<file path="src/rtl/nsls_pkg.sv">
package nsls_pkg;

  // ----------------------------------------------------------------
  // Register map
  // ----------------------------------------------------------------
  localparam logic [7:0] NSLS_OFF_CMD = 8'h00;
  localparam logic [7:0] NSLS_OFF_CFG = 8'h04;
  localparam logic [7:0] NSLS_OFF_STAT = 8'h08;
  localparam logic [7:0] NSLS_OFF_IRQ_ST = 8'h0C;
  localparam logic [7:0] NSLS_OFF_IRQ_CLR = 8'h10;
  localparam logic [7:0] NSLS_OFF_IRQ_EN = 8'h14;

  // Command bits, write-only
  localparam int NSLS_CMD_INIT_OK = 0;
  localparam int NSLS_CMD_INIT_FAIL = 1;
  localparam int NSLS_CMD_START = 2;
  localparam int NSLS_CMD_PREOP = 3;
  localparam int NSLS_CMD_STOP = 4;

  // Event bits
  localparam int NSLS_EV_W = 4;
  localparam int NSLS_EV_PREOP = 0;
  localparam int NSLS_EV_OPER = 1;
  localparam int NSLS_EV_STOP = 2;
  localparam int NSLS_EV_CYCLE = 3;

  localparam logic [7:0] NSLS_DIP_CFG = 8'h00;
  localparam logic [3:0] NSLS_BURST_N = 4'h5;

  // ----------------------------------------------------------------
  // Timing
  // ----------------------------------------------------------------
  localparam int NSLS_CLK_HZ = 40000000;
  localparam int NSLS_FAST_HALF_MS = 50;
  localparam int NSLS_SLOW_HALF_MS = 250;
  localparam int NSLS_CODE_HALF_MS = 500;
  localparam int NSLS_PAUSE_S_MS = 1000;
  localparam int NSLS_PAUSE_L_MS = 2000;
  localparam int NSLS_TICK_CYC = NSLS_CLK_HZ / 1000 * NSLS_FAST_HALF_MS;
  localparam logic [7:0] NSLS_SLOW_HALF = 8'(NSLS_SLOW_HALF_MS / NSLS_FAST_HALF_MS);
  localparam logic [7:0] NSLS_CODE_HALF = 8'(NSLS_CODE_HALF_MS / NSLS_FAST_HALF_MS);
  localparam logic [7:0] NSLS_PAUSE_S = 8'(NSLS_PAUSE_S_MS / NSLS_FAST_HALF_MS);
  localparam logic [7:0] NSLS_PAUSE_L = 8'(NSLS_PAUSE_L_MS / NSLS_FAST_HALF_MS);

  // ----------------------------------------------------------------
  // Types
  // ----------------------------------------------------------------
  typedef enum logic [3:0] {
    NSLS_ST_INIT = 4'b0001,
    NSLS_ST_PREOP = 4'b0010,
    NSLS_ST_OPER = 4'b0100,
    NSLS_ST_STOP = 4'b1000
  } nsls_stage_t;

  typedef enum logic [5:0] {
    NSLS_E_IDLE = 6'b000001,
    NSLS_E_BURST = 6'b000010,
    NSLS_E_PAUSE1 = 6'b000100,
    NSLS_E_CODE = 6'b001000,
    NSLS_E_PAUSE2 = 6'b010000,
    NSLS_E_TYPE = 6'b100000
  } nsls_erep_t;

  typedef struct packed {
    logic halt;
    logic run;
    logic txf;
    logic rxf;
    logic io_red;
    logic io_green;
  } nsls_led_t;

  localparam int NSLS_CFG_W = 21;
  typedef struct packed {
    logic [3:0] err_type;
    logic [3:0] err_code;
    logic spd_valid;
    logic [3:0] spd;
    logic dbus_err;
    logic hw_err;
    logic bus_idle;
    logic too_many;
    logic tx_err;
    logic rx_err;
    logic [1:0] mod_err;
  } nsls_cfg_t;

  localparam nsls_cfg_t NSLS_CFG_RST = '0;

  typedef struct packed {
    nsls_stage_t stage;
    nsls_erep_t erep;
    logic [31:0] tick_cnt;
    logic tick;
    logic fast_ph;
    logic [7:0] slow_cnt;
    logic slow_ph;
    logic [7:0] ph_cnt;
    logic [3:0] blink_cnt;
    nsls_cfg_t cfg;
    logic [NSLS_EV_W-1:0] irq_st;
    logic [NSLS_EV_W-1:0] irq_en;
    logic [31:0] prdata;
    logic pready;
    logic pslverr;
    nsls_led_t led;
    logic irq;
  } nsls_state_t;

endpackage

</file>
<file path="src/rtl/nsls_node_led.sv">
// Our own choices: the register offsets and the APB register port.
`timescale 1ns/1ps

module nsls_node_led
  import nsls_pkg::*;
#(
  parameter int TICK_CYC = NSLS_TICK_CYC,
  parameter logic [7:0] SLOW_HALF = NSLS_SLOW_HALF,
  parameter logic [7:0] CODE_HALF = NSLS_CODE_HALF,
  parameter logic [7:0] PAUSE_S = NSLS_PAUSE_S,
  parameter logic [7:0] PAUSE_L = NSLS_PAUSE_L
) (
  input wire logic pclk,
  input wire logic presetn,
  input wire logic psel,
  input wire logic penable,
  input wire logic pwrite,
  input wire logic [7:0] paddr,
  input wire logic [31:0] pwdata,
  output logic [31:0] prdata,
  output logic pready,
  output logic pslverr,
  input wire logic [7:0] dip_sw,
  output nsls_led_t leds,
  output logic irq
);

  // ----------------------------------------------------------------
  // Parameter checks
  // ----------------------------------------------------------------
  generate
    if (TICK_CYC < 1) begin : g_bad_tick
      $error("TICK_CYC must be at least one");
    end
    if (SLOW_HALF < 8'h02 || CODE_HALF < 8'h01 || CODE_HALF > 8'h7F) begin : g_bad_half
      $error("Blink half periods out of range");
    end
    if (PAUSE_S < 8'h01 || PAUSE_L <= PAUSE_S) begin : g_bad_pause
      $error("Long pause must exceed short pause");
    end
  endgenerate

  nsls_state_t st_r;
  nsls_state_t st_nxt;
  logic cfg_mode;
  logic setup;
  logic wr_acc;
  logic report;
  logic blink_ph;
  logic [7:0] hb;
  logic [7:0] hb2m1;
  logic [3:0] tgt;
  logic err_led_on;
  logic [NSLS_EV_W-1:0] ev;
  logic [4:0] cmd;

  assign cfg_mode = (dip_sw == NSLS_DIP_CFG);
  assign setup = psel && !penable;
  assign wr_acc = psel && penable && st_r.pready && pwrite;
  assign cmd = (wr_acc && paddr == NSLS_OFF_CMD) ? pwdata[4:0] : 5'h00;
  assign report = (st_r.stage == NSLS_ST_STOP) && (st_r.cfg.err_code != 4'h0);
  assign blink_ph = (st_r.erep == NSLS_E_BURST) || (st_r.erep == NSLS_E_CODE)
                  || (st_r.erep == NSLS_E_TYPE);
  assign hb = (st_r.erep == NSLS_E_BURST) ? 8'h01 : CODE_HALF;
  assign hb2m1 = {hb[6:0], 1'b0} - 8'h01;
  assign tgt = (st_r.erep == NSLS_E_BURST) ? NSLS_BURST_N
             : (st_r.erep == NSLS_E_CODE) ? st_r.cfg.err_code : st_r.cfg.err_type;
  assign err_led_on = blink_ph && (st_r.ph_cnt < hb);

  always_comb begin
    st_nxt = st_r;
    ev = '0;
    st_nxt.pready = 1'b0;
    st_nxt.pslverr = 1'b0;

    // ----------------------------------------------------------------
    // Timebase: one tick per fast half period
    // ----------------------------------------------------------------
    st_nxt.tick = 1'b0;
    if (st_r.tick_cnt == 32'(TICK_CYC - 1)) begin
      st_nxt.tick_cnt = '0;
      st_nxt.tick = 1'b1;
    end else begin
      st_nxt.tick_cnt = st_r.tick_cnt + 32'h1;
    end
    if (st_r.tick) begin
      st_nxt.fast_ph = !st_r.fast_ph;
      if (st_r.slow_cnt == SLOW_HALF - 8'h01) begin
        st_nxt.slow_cnt = '0;
        st_nxt.slow_ph = !st_r.slow_ph;
      end else begin
        st_nxt.slow_cnt = st_r.slow_cnt + 8'h01;
      end
    end

    // ----------------------------------------------------------------
    // Node stage
    // ----------------------------------------------------------------
    case (st_r.stage)
      NSLS_ST_INIT: begin
        if (cmd[NSLS_CMD_INIT_FAIL]) begin
          st_nxt.stage = NSLS_ST_STOP;
        end else if (cmd[NSLS_CMD_INIT_OK]) begin
          st_nxt.stage = NSLS_ST_PREOP;
        end
      end
      NSLS_ST_PREOP: begin
        if (cmd[NSLS_CMD_STOP]) begin
          st_nxt.stage = NSLS_ST_STOP;
        end else if (cmd[NSLS_CMD_START]) begin
          st_nxt.stage = NSLS_ST_OPER;
        end
      end
      NSLS_ST_OPER: begin
        if (cmd[NSLS_CMD_STOP]) begin
          st_nxt.stage = NSLS_ST_STOP;
        end else if (cmd[NSLS_CMD_PREOP]) begin
          st_nxt.stage = NSLS_ST_PREOP;
        end
      end
      NSLS_ST_STOP: begin
        if (cmd[NSLS_CMD_PREOP]) begin
          st_nxt.stage = NSLS_ST_PREOP;
        end
      end
      default: st_nxt.stage = NSLS_ST_INIT;
    endcase
    if (st_nxt.stage != st_r.stage) begin
      ev[NSLS_EV_PREOP] = (st_nxt.stage == NSLS_ST_PREOP);
      ev[NSLS_EV_OPER] = (st_nxt.stage == NSLS_ST_OPER);
      ev[NSLS_EV_STOP] = (st_nxt.stage == NSLS_ST_STOP);
    end

    // ----------------------------------------------------------------
    // Error report sequencer
    // ----------------------------------------------------------------
    if (!report) begin
      st_nxt.erep = NSLS_E_IDLE;
      st_nxt.ph_cnt = '0;
      st_nxt.blink_cnt = '0;
    end else begin
      case (st_r.erep)
        NSLS_E_IDLE: begin
          st_nxt.erep = NSLS_E_BURST;
          st_nxt.ph_cnt = '0;
          st_nxt.blink_cnt = '0;
        end
        NSLS_E_BURST, NSLS_E_CODE, NSLS_E_TYPE: begin
          if (st_r.tick) begin
            if (st_r.ph_cnt == hb2m1) begin
              st_nxt.ph_cnt = '0;
              // A zero count still gives one blink, keeping the cycle visible
              if (st_r.blink_cnt + 4'h1 >= tgt) begin
                st_nxt.blink_cnt = '0;
                case (st_r.erep)
                  NSLS_E_BURST: st_nxt.erep = NSLS_E_PAUSE1;
                  NSLS_E_CODE: st_nxt.erep = NSLS_E_PAUSE2;
                  default: begin
                    st_nxt.erep = NSLS_E_BURST;
                    ev[NSLS_EV_CYCLE] = 1'b1;
                  end
                endcase
              end else begin
                st_nxt.blink_cnt = st_r.blink_cnt + 4'h1;
              end
            end else begin
              st_nxt.ph_cnt = st_r.ph_cnt + 8'h01;
            end
          end
        end
        NSLS_E_PAUSE1: begin
          if (st_r.tick) begin
            if (st_r.ph_cnt == PAUSE_S - 8'h01) begin
              st_nxt.ph_cnt = '0;
              st_nxt.erep = NSLS_E_CODE;
            end else begin
              st_nxt.ph_cnt = st_r.ph_cnt + 8'h01;
            end
          end
        end
        NSLS_E_PAUSE2: begin
          if (st_r.tick) begin
            if (st_r.ph_cnt == PAUSE_L - 8'h01) begin
              st_nxt.ph_cnt = '0;
              st_nxt.erep = NSLS_E_TYPE;
            end else begin
              st_nxt.ph_cnt = st_r.ph_cnt + 8'h01;
            end
          end
        end
        default: st_nxt.erep = NSLS_E_IDLE;
      endcase
    end

    // ----------------------------------------------------------------
    // Indicators
    // ----------------------------------------------------------------
    st_nxt.led = '0;
    if (cfg_mode) begin
      st_nxt.led.halt = st_r.cfg.spd[0];
      st_nxt.led.run = st_r.cfg.spd[1];
      st_nxt.led.txf = st_r.cfg.spd_valid ? st_r.cfg.spd[2] : st_r.fast_ph;
      st_nxt.led.rxf = st_r.cfg.spd[3];
    end else begin
      case (st_r.stage)
        NSLS_ST_INIT: begin
          // Orange is red and green together
          st_nxt.led.io_red = st_r.fast_ph;
          st_nxt.led.io_green = st_r.fast_ph;
        end
        NSLS_ST_PREOP: begin
          case (st_r.cfg.mod_err)
            2'h1: st_nxt.led.run = st_r.fast_ph;
            2'h2: begin
              st_nxt.led.run = st_r.fast_ph;
              st_nxt.led.halt = st_r.fast_ph;
            end
            2'h3: st_nxt.led.halt = st_r.fast_ph;
            default: st_nxt.led.run = st_r.slow_ph;
          endcase
        end
        NSLS_ST_OPER: st_nxt.led.run = 1'b1;
        NSLS_ST_STOP: st_nxt.led.halt = 1'b1;
        default: st_nxt.led = '0;
      endcase
      if (st_r.stage != NSLS_ST_INIT) begin
        if (st_r.cfg.too_many) begin
          st_nxt.led.txf = st_r.fast_ph;
          st_nxt.led.rxf = st_r.fast_ph;
        end else begin
          st_nxt.led.txf = st_r.cfg.tx_err;
          st_nxt.led.rxf = st_r.cfg.rx_err;
        end
      end
      if (st_r.stage == NSLS_ST_STOP) begin
        if (report) begin
          st_nxt.led.io_red = err_led_on;
        end else if (st_r.cfg.hw_err) begin
          st_nxt.led.io_red = 1'b1;
        end else begin
          st_nxt.led.io_red = st_r.slow_ph;
        end
      end else if (st_r.stage != NSLS_ST_INIT) begin
        if (st_r.cfg.hw_err) begin
          st_nxt.led.io_red = 1'b1;
        end else if (st_r.cfg.dbus_err) begin
          st_nxt.led.io_red = st_r.slow_ph;
        end else if (!st_r.cfg.bus_idle) begin
          st_nxt.led.io_green = 1'b1;
        end
      end
    end

    // ----------------------------------------------------------------
    // APB slave: answer in the first access cycle
    // ----------------------------------------------------------------
    if (setup) begin
      st_nxt.pready = 1'b1;
      st_nxt.prdata = '0;
      case (paddr)
        NSLS_OFF_CMD, NSLS_OFF_IRQ_CLR: st_nxt.prdata = '0;
        NSLS_OFF_CFG: st_nxt.prdata = {{(32 - NSLS_CFG_W){1'b0}}, st_r.cfg};
        NSLS_OFF_STAT: st_nxt.prdata = {15'h0000, cfg_mode, st_r.erep, st_r.stage, st_r.led};
        NSLS_OFF_IRQ_ST: st_nxt.prdata = {28'h0000000, st_r.irq_st};
        NSLS_OFF_IRQ_EN: st_nxt.prdata = {28'h0000000, st_r.irq_en};
        default: st_nxt.pslverr = 1'b1;
      endcase
    end
    if (wr_acc && paddr == NSLS_OFF_CFG) begin
      st_nxt.cfg = pwdata[NSLS_CFG_W-1:0];
    end
    if (wr_acc && paddr == NSLS_OFF_IRQ_EN) begin
      st_nxt.irq_en = pwdata[NSLS_EV_W-1:0];
    end

    // ----------------------------------------------------------------
    // Interrupts
    // ----------------------------------------------------------------
    // A new event in the clearing cycle survives the clear
    if (wr_acc && paddr == NSLS_OFF_IRQ_CLR) begin
      st_nxt.irq_st = (st_r.irq_st & ~pwdata[NSLS_EV_W-1:0]) | ev;
    end else begin
      st_nxt.irq_st = st_r.irq_st | ev;
    end
    st_nxt.irq = |(st_nxt.irq_st & st_nxt.irq_en);
  end

  always_ff @(posedge pclk or negedge presetn) begin
    if (!presetn) begin
      st_r <= '{stage: NSLS_ST_INIT, erep: NSLS_E_IDLE, cfg: NSLS_CFG_RST,
                led: '0, default: '0};
    end else begin
      st_r <= st_nxt;
    end
  end

  assign prdata = st_r.prdata;
  assign pready = st_r.pready;
  assign pslverr = st_r.pslverr;
  assign leds = st_r.led;
  assign irq = st_r.irq;
endmodule // nsls_node_led

</file>
<file path="config.mk">
export PLATFORM = sky130hd
export DESIGN_NAME = nsls_node_led
export DESIGN_NICKNAME = d
export VERILOG_FILES = /design/src/rtl/nsls_pkg.sv /design/src/rtl/nsls_node_led.sv
export SDC_FILE = /design/constraint.sdc
export NUM_CORES = 1
export LEC_CHECK = 0
export BUFFER_PORTS_ARGS = -buffer_cell sky130_fd_sc_hd__buf_2
export CORE_MARGIN = 2
export CORE_UTILIZATION = 26
export CTS_BUF_LIST = sky130_fd_sc_hd__clkbuf_2 sky130_fd_sc_hd__clkbuf_4 sky130_fd_sc_hd__clkbuf_8
export DETAILED_ROUTE_END_ITERATION = 10
export PLACE_DENSITY = 0.46
export RECOVER_POWER = 100
export SETUP_SLACK_MARGIN = 0.2
export SLEW_MARGIN = 40
export SYNTH_ARGS = -nofsm -noshare
export SYNTH_HDL_FRONTEND = slang
export SYNTH_SLANG_ARGS = --single-unit
</file>
<file path="constraint.sdc">
create_clock -name pclk -period 3.9 [get_ports pclk]
set_input_delay 0.195 -clock pclk [delete_from_list [all_inputs] [get_ports pclk]]
set_output_delay 0.195 -clock pclk [all_outputs]
set_load 0.005 [all_outputs]
</file>
# --- Word-level counts from Yosys, hierarchy flattened ---
# Cells that the tools add are included.
word_totals:
  elab_cells: 176
  ff_bits: 124
  in_bits: 53
  out_inout_bits: 41
op_classes:
  n_addsub: 5
  mux: 67
  bitwise_logic: 5
  n_reduce_logical: 28
  eq_ne: 37
  n_lt_le_gt_ge: 2
ops:
  columns: ["op", "count"]
  rows:
  - ["$pmux 21 s4", 1]
  - ["$mux 4", 14]
  - ["$mux 6", 8]
  - ["$mux 8", 6]
  - ["$add 32x1->32 const B", 1]
  - ["$eq 32x21->1 const B", 1]
  - ["$mux 32", 1]
  - ["$pmux 8 s4", 1]
  - ["$eq 8x5->1 const B", 3]
  - ["$mux 12", 2]
  - ["$pmux 6 s4", 1]
  - ["$ne 3x3->1 const B", 7]
  - ["$mux 1", 19]
  - ["$add 8x1->8 const B", 2]
  - ["$eq 8x3->1 const B", 2]
  - ["$eq 8x4->1 const B", 2]
  - ["$logic_not 8->1", 2]
  - ["$pmux 4 s4", 1]
  - ["$mux 2", 6]
  - ["$logic_and 1x1->1", 10]
  - ["$pmux 5 s2", 1]
  - ["$and 4x4->4", 2]
  - ["$eq 4x2->1 const B", 2]
  - ["$eq 4x3->1 const B", 2]
  - ["other kinds (37)", 47]

# --- Longest topological paths before layout ---
logic_depth:
  depth_word: 14
  ltp_mapped: 13
  mapped_depth_nobuf: 11

# --- Worst setup path before layout ---
# Ideal clock, no wire load.
synth_path:
  path_type: "register to register"
  from: "register st_r[129] in the netlist's numbering"
  to: "register st_r[126] in the netlist's numbering"
  t_required_ps: 3775
  path_buffers: 2
  stages_incl_launch_ff: 14
  setup_ps: 125
  path_slack_ps: 136
  arrival_ps: 3638
  period_less_slack_ps: 3764
  path_cell_list: "dfrtp_1 -> buf_6 -> or4_4 -> or3b_2 -> clkbuf_1 -> mux2i_1 -> nand2_1 -> ha_1 -> nand2b_1 -> a2111oi_0 -> o211ai_1 -> o2111ai_4 -> and2_4 -> mux2_4"
synth_between:
  elab_chain_len: 7
  word_cells_on_any_way: 27
  cone_classes: "1 x add/sub; 1 x order compare; 14 x eq/ne; 9 x mux; 2 x reduce/logical"
synth_rtl:
  columns: ["element", "line_no", "source"]
  rows:
  - ["start, declared", "nsls_node_led.sv:43", "nsls_state_t st_r;"]
  - ["start signal, assigned", "nsls_node_led.sv:290", "st_r <= '{stage: NSLS_ST_INIT, erep: NSLS_E_IDLE, cfg: NSLS_CFG_RST,"]
  - ["start signal, assigned", "nsls_node_led.sv:293", "st_r <= st_nxt;"]
  - ["parallel branches: the longest is 7 deep, another holds $sub 5x1->6", null, null]
# Parallel ways; which one is timed is not known. The select of a mux whose other input is x is not followed.
# A chain may end at the register's enable or synchronous reset.

# --- Worst setup path after layout ---
layout_path:
  from: "register st_r[125] in the netlist's numbering"
  to: "register st_r[126] in the netlist's numbering"
# The elaborated chain is that of the path after synthesis.

==> flow_summary_export.csv <==
group,metric,value,unit
status,status,"finished, violations left",
status,failed_checks,"max-capacitance violations, max-slew violations",
sta,fin_crit_sh,92.6,%
cts,clock-sinks,124,
final_layout,regArea,3110,µm²
final_layout,finalNonFillerCells,1074,
sta,clock.fmax,277,MHz
sta,tightest_slew,2.07,ns
power_and_ir_drop,p_leak,3.46,nW
synthesis,synth_top_family_by_area,"simple AND/OR/NAND/NOR gates",
critical_path,crit_path_start_kind,"flip-flop",
synthesis,async_reset_ff_share,100,%
critical_path,reg2reg_from,"st_r[125]",
critical_path,crit_required,4.23,ns
sta,fin_hold_ws,0.0556,ns
synthesis,synthFlopType,"dfrtp_1",
synthesis,synthTopCellsByArea,"dfrtp_1 (46%), mux2_2 (4.4%), buf_4 (4.3%)",
detailed_routing,vias,4961,
cts,cts_tree,"yes",
detailed_routing,drc_errors,0,
sta,slew_headroom,-38.2,%
sta,setup_viol,0,
synthesis,yosys.cell_types.count,67,
critical_path,critPathMaxFanout,8,
final_layout,mostFrequentLayoutCells,"dfrtp_1 (122), nand2_1 (75), buf_2 (50)",
grt,antenna_found_initial,0,
synthesis,synth-simple-area-share,19.5,%
job,cap_violations,2,
detailed_routing,ant_nets,0,
cts,clkSlewWorstSetupHoldPaths,0.10,ns
critical_path,cp_cell_sequence,"or4_4 > or3b_2 > mux2i_1 > nand2_1 > ha_1 > nand2b_1 > a2111oi_4 > o211ai_1 > o2111ai_4 > and2_4 > mux2_4",
cts,root_buffer,"clkbuf_8",
synthesis,netlist_instances,672,
final_layout,multi_input_area,3110,µm²
sta,rsz0062_at_grt,"no",
detailed_routing,via_per_inst,4.62,
critical_path,critical_path_class,"flip-flop to flip-flop",
floorplanning,die_w,164,µm
critical_path,slowest_delay,0.56,ns
power_and_ir_drop,powerDensity,331,nW/µm²
cts,cts_buffers,17,
synthesis,synth_edf_count,0,
final_layout,drive_gt1_share,17.2,%
place,place_congestion,0.787,
critical_path,r2r-end,"st_r[126]",
synthesis,avgSynthCellArea,9.89,µm²
critical_path,regToRegSetupSlack,0.29,ns
floorplanning,die_area,26900,µm²
final_layout,fill_cells,2690,
final_layout,final_common_cell,"dfrtp_1",
place,placed_area,7160,µm²
detailed_routing,wl_per_cell,14.8,µm
place,hpwlAfterDp,11300,µm
synthesis,ys_seq_area_share,46.7,%
final_layout,area_growth,15.3,%
cts,cts_max_level,4,
cts,clock_latency,0.45,ns
cts,cts_buffer_depth,2,
sta,finalClockSkew,0.0215,ns
grt,grt_pass1_vias,5006,
synthesis,muxShareOfSynthArea,5.38,%
sta,hold_violations,0,
place,place_inst,1025,
synthesis,yosys.area.top_type_share,45.9,%
critical_path,reg2reg_depth,11,
power_and_ir_drop,worst_ir_drop_vdd,0.000195,V
critical_path,worstSetupEndpoint,"st_r[126]",
final_layout,nets,798,
power_and_ir_drop,power,0.00253,W
critical_path,cp.buffers_inverters,0,
detailed_routing,drt_wl_total,15900,µm
detailed_routing,drt_iter0_drc,340,
synthesis,ys_seq_elements,124,
critical_path,cp-startpoint,"st_r[125]",
grt,grt_overflow,0,
sta,maxSlewViolCount,94,
floorplanning,start_util,26.5,%
critical_path,path_delay_family,"simple AND/OR/NAND/NOR gates",
synthesis,synth_area,6650,µm²
synthesis,synth-adder-area-share,2.63,%
critical_path,cp.arrival,3.94,ns
floorplanning,placementRows,58,
detailed_routing,dr.pass1.iters,4,
synthesis,yosysWarnings,0,
synthesis,synth-xor-area-share,5.80,%
critical_path,end_kind,"flip-flop",
final_layout,design_area,7660,µm²
floorplanning,core_region_area,25100,µm²
sta,period_needed,3.61,ns
final_layout,insertedDiodeCount,0,
place,io_buffers,71,
grt,grt_max_degree,81,
critical_path,slowest_stage,"or4_4",
synthesis,yosysTopAreaCell,"dfrtp_1",
sta,fin_tns_setup,0,ns
critical_path,worst-path-stages,11,
grt,grt_use_total,12.4,%
hold_path,whs_path_depth,3,
hold_path,hp-class,"input port to flip-flop",
floorplanning,die_h,164,µm
synthesis,synth_compound_area_share,12.5,%
grt,grt_pass1_wl,26300,µm
floorplanning,ios,94,
-- layout make-up --
cell class                      count  share of cell area (%)
Multi-Input combinational cell    468                    40.5
Sequential cell                   124                    40.5
Timing Repair Buffer              100                    7.41
Tap cell                          330                    5.39
Clock buffer                       18                    3.23
Clock inverter                     14                    1.93
Inverter                           20                   0.980
-- metrics by stage --
stage,setup slack (ns),utilization [%]
2_1_floorplan,0.218,-
3_3_place_gp,0.234,28.4
3_5_place_dp,0.233,28.5
4_1_cts,0.222,30.8
5_1_grt,0.121,30.5
6_report,0.289,30.5
-- flip-flops by register name, summed over array words and instances, names as in the netlist --
| signal | flops |
|---|---|
| pready | 1 |
| irq | 1 |
| prdata | 21 |
| pslverr | 1 |
| leds | 6 |
| st_r | 94 |
-- cell families (layout without fill, tap and decap cells) --
| family | after synthesis | after routing |
|---|---|---|
| AO/OA/AOI/OAI | 121 | 121 |
| XOR/XNOR | 44 | 44 |
| adder cells (fa/ha/maj) | 14 | 14 |
| buffers and inverters | 90 | 152 |
| flip-flops | 124 | 124 |
| multiplexers | 32 | 32 |
| other | 1 | 11 |
| AND/OR/NAND/NOR | 246 | 246 |
-- Yosys cell counts (all sizes together), types with 20 or more instances --
| cell | number |
|---|---|
| mux2 | 27 |
| inv | 20 |
| xor2 | 20 |
| xnor2 | 24 |
| dfrtp | 122 |
| clkbuf | 24 |
| buf | 46 |
| nand2 | 75 |
| nand3 | 36 |
| o21ai | 39 |
| nor2 | 36 |
-- worst min path at each step --
stage              start        end  slack (ns)
3_3_place_gp     presetn  st_r[115]        0.31
5_1_grt        pwdata[1]   st_r[42]        0.04
4_1_cts        pwdata[1]   st_r[42]        0.02
2_1_floorplan    presetn        irq       -0.10
3_5_place_dp     presetn  st_r[114]        0.30
6_report        paddr[3]    pslverr        0.06
-- report_power, final --
part           internal, W  switching [W]  total [W]
clock network     0.000545       0.000610    0.00115
logic            0.0000330      0.0000583  0.0000913
registers          0.00129     0.00000188    0.00129
total              0.00186       0.000670    0.00253
-- worst register-to-register path: stages, from the launching register on --
cell and delay [ns]:
dfstp_1 0.45, or4_4 0.56, or3b_2 0.56, mux2i_1 0.18, nand2_1 0.07, ha_1 0.27
nand2b_1 0.17, a2111oi_4 0.37, o211ai_1 0.20, o2111ai_4 0.17, and2_4 0.21, mux2_4 0.29
-- timing repair --
action | in CTS | in global routing
endpoints found under the hold margin | 93 | 0
setup buffers | 0 | 0
setup endpoints to repair | 0 | 2
gates resized for setup | 0 | 2
hold buffers | 17 | 0
-- per-layer routing --
metal | share of wire [%] | global-route usage, % | wire length, µm | up-vias
met5 | 0 | 0 | 0 | -
met4 | 1.2 | 3.75 | 193 | 0
met3 | 4.0 | 2.73 | 631 | 15
met2 | 45 | 19.5 | 7150 | 85
met1 | 50 | 17.1 | 7950 | 2397
li1 | - | - | - | 2464
Power figures use the tool's default switching activity.
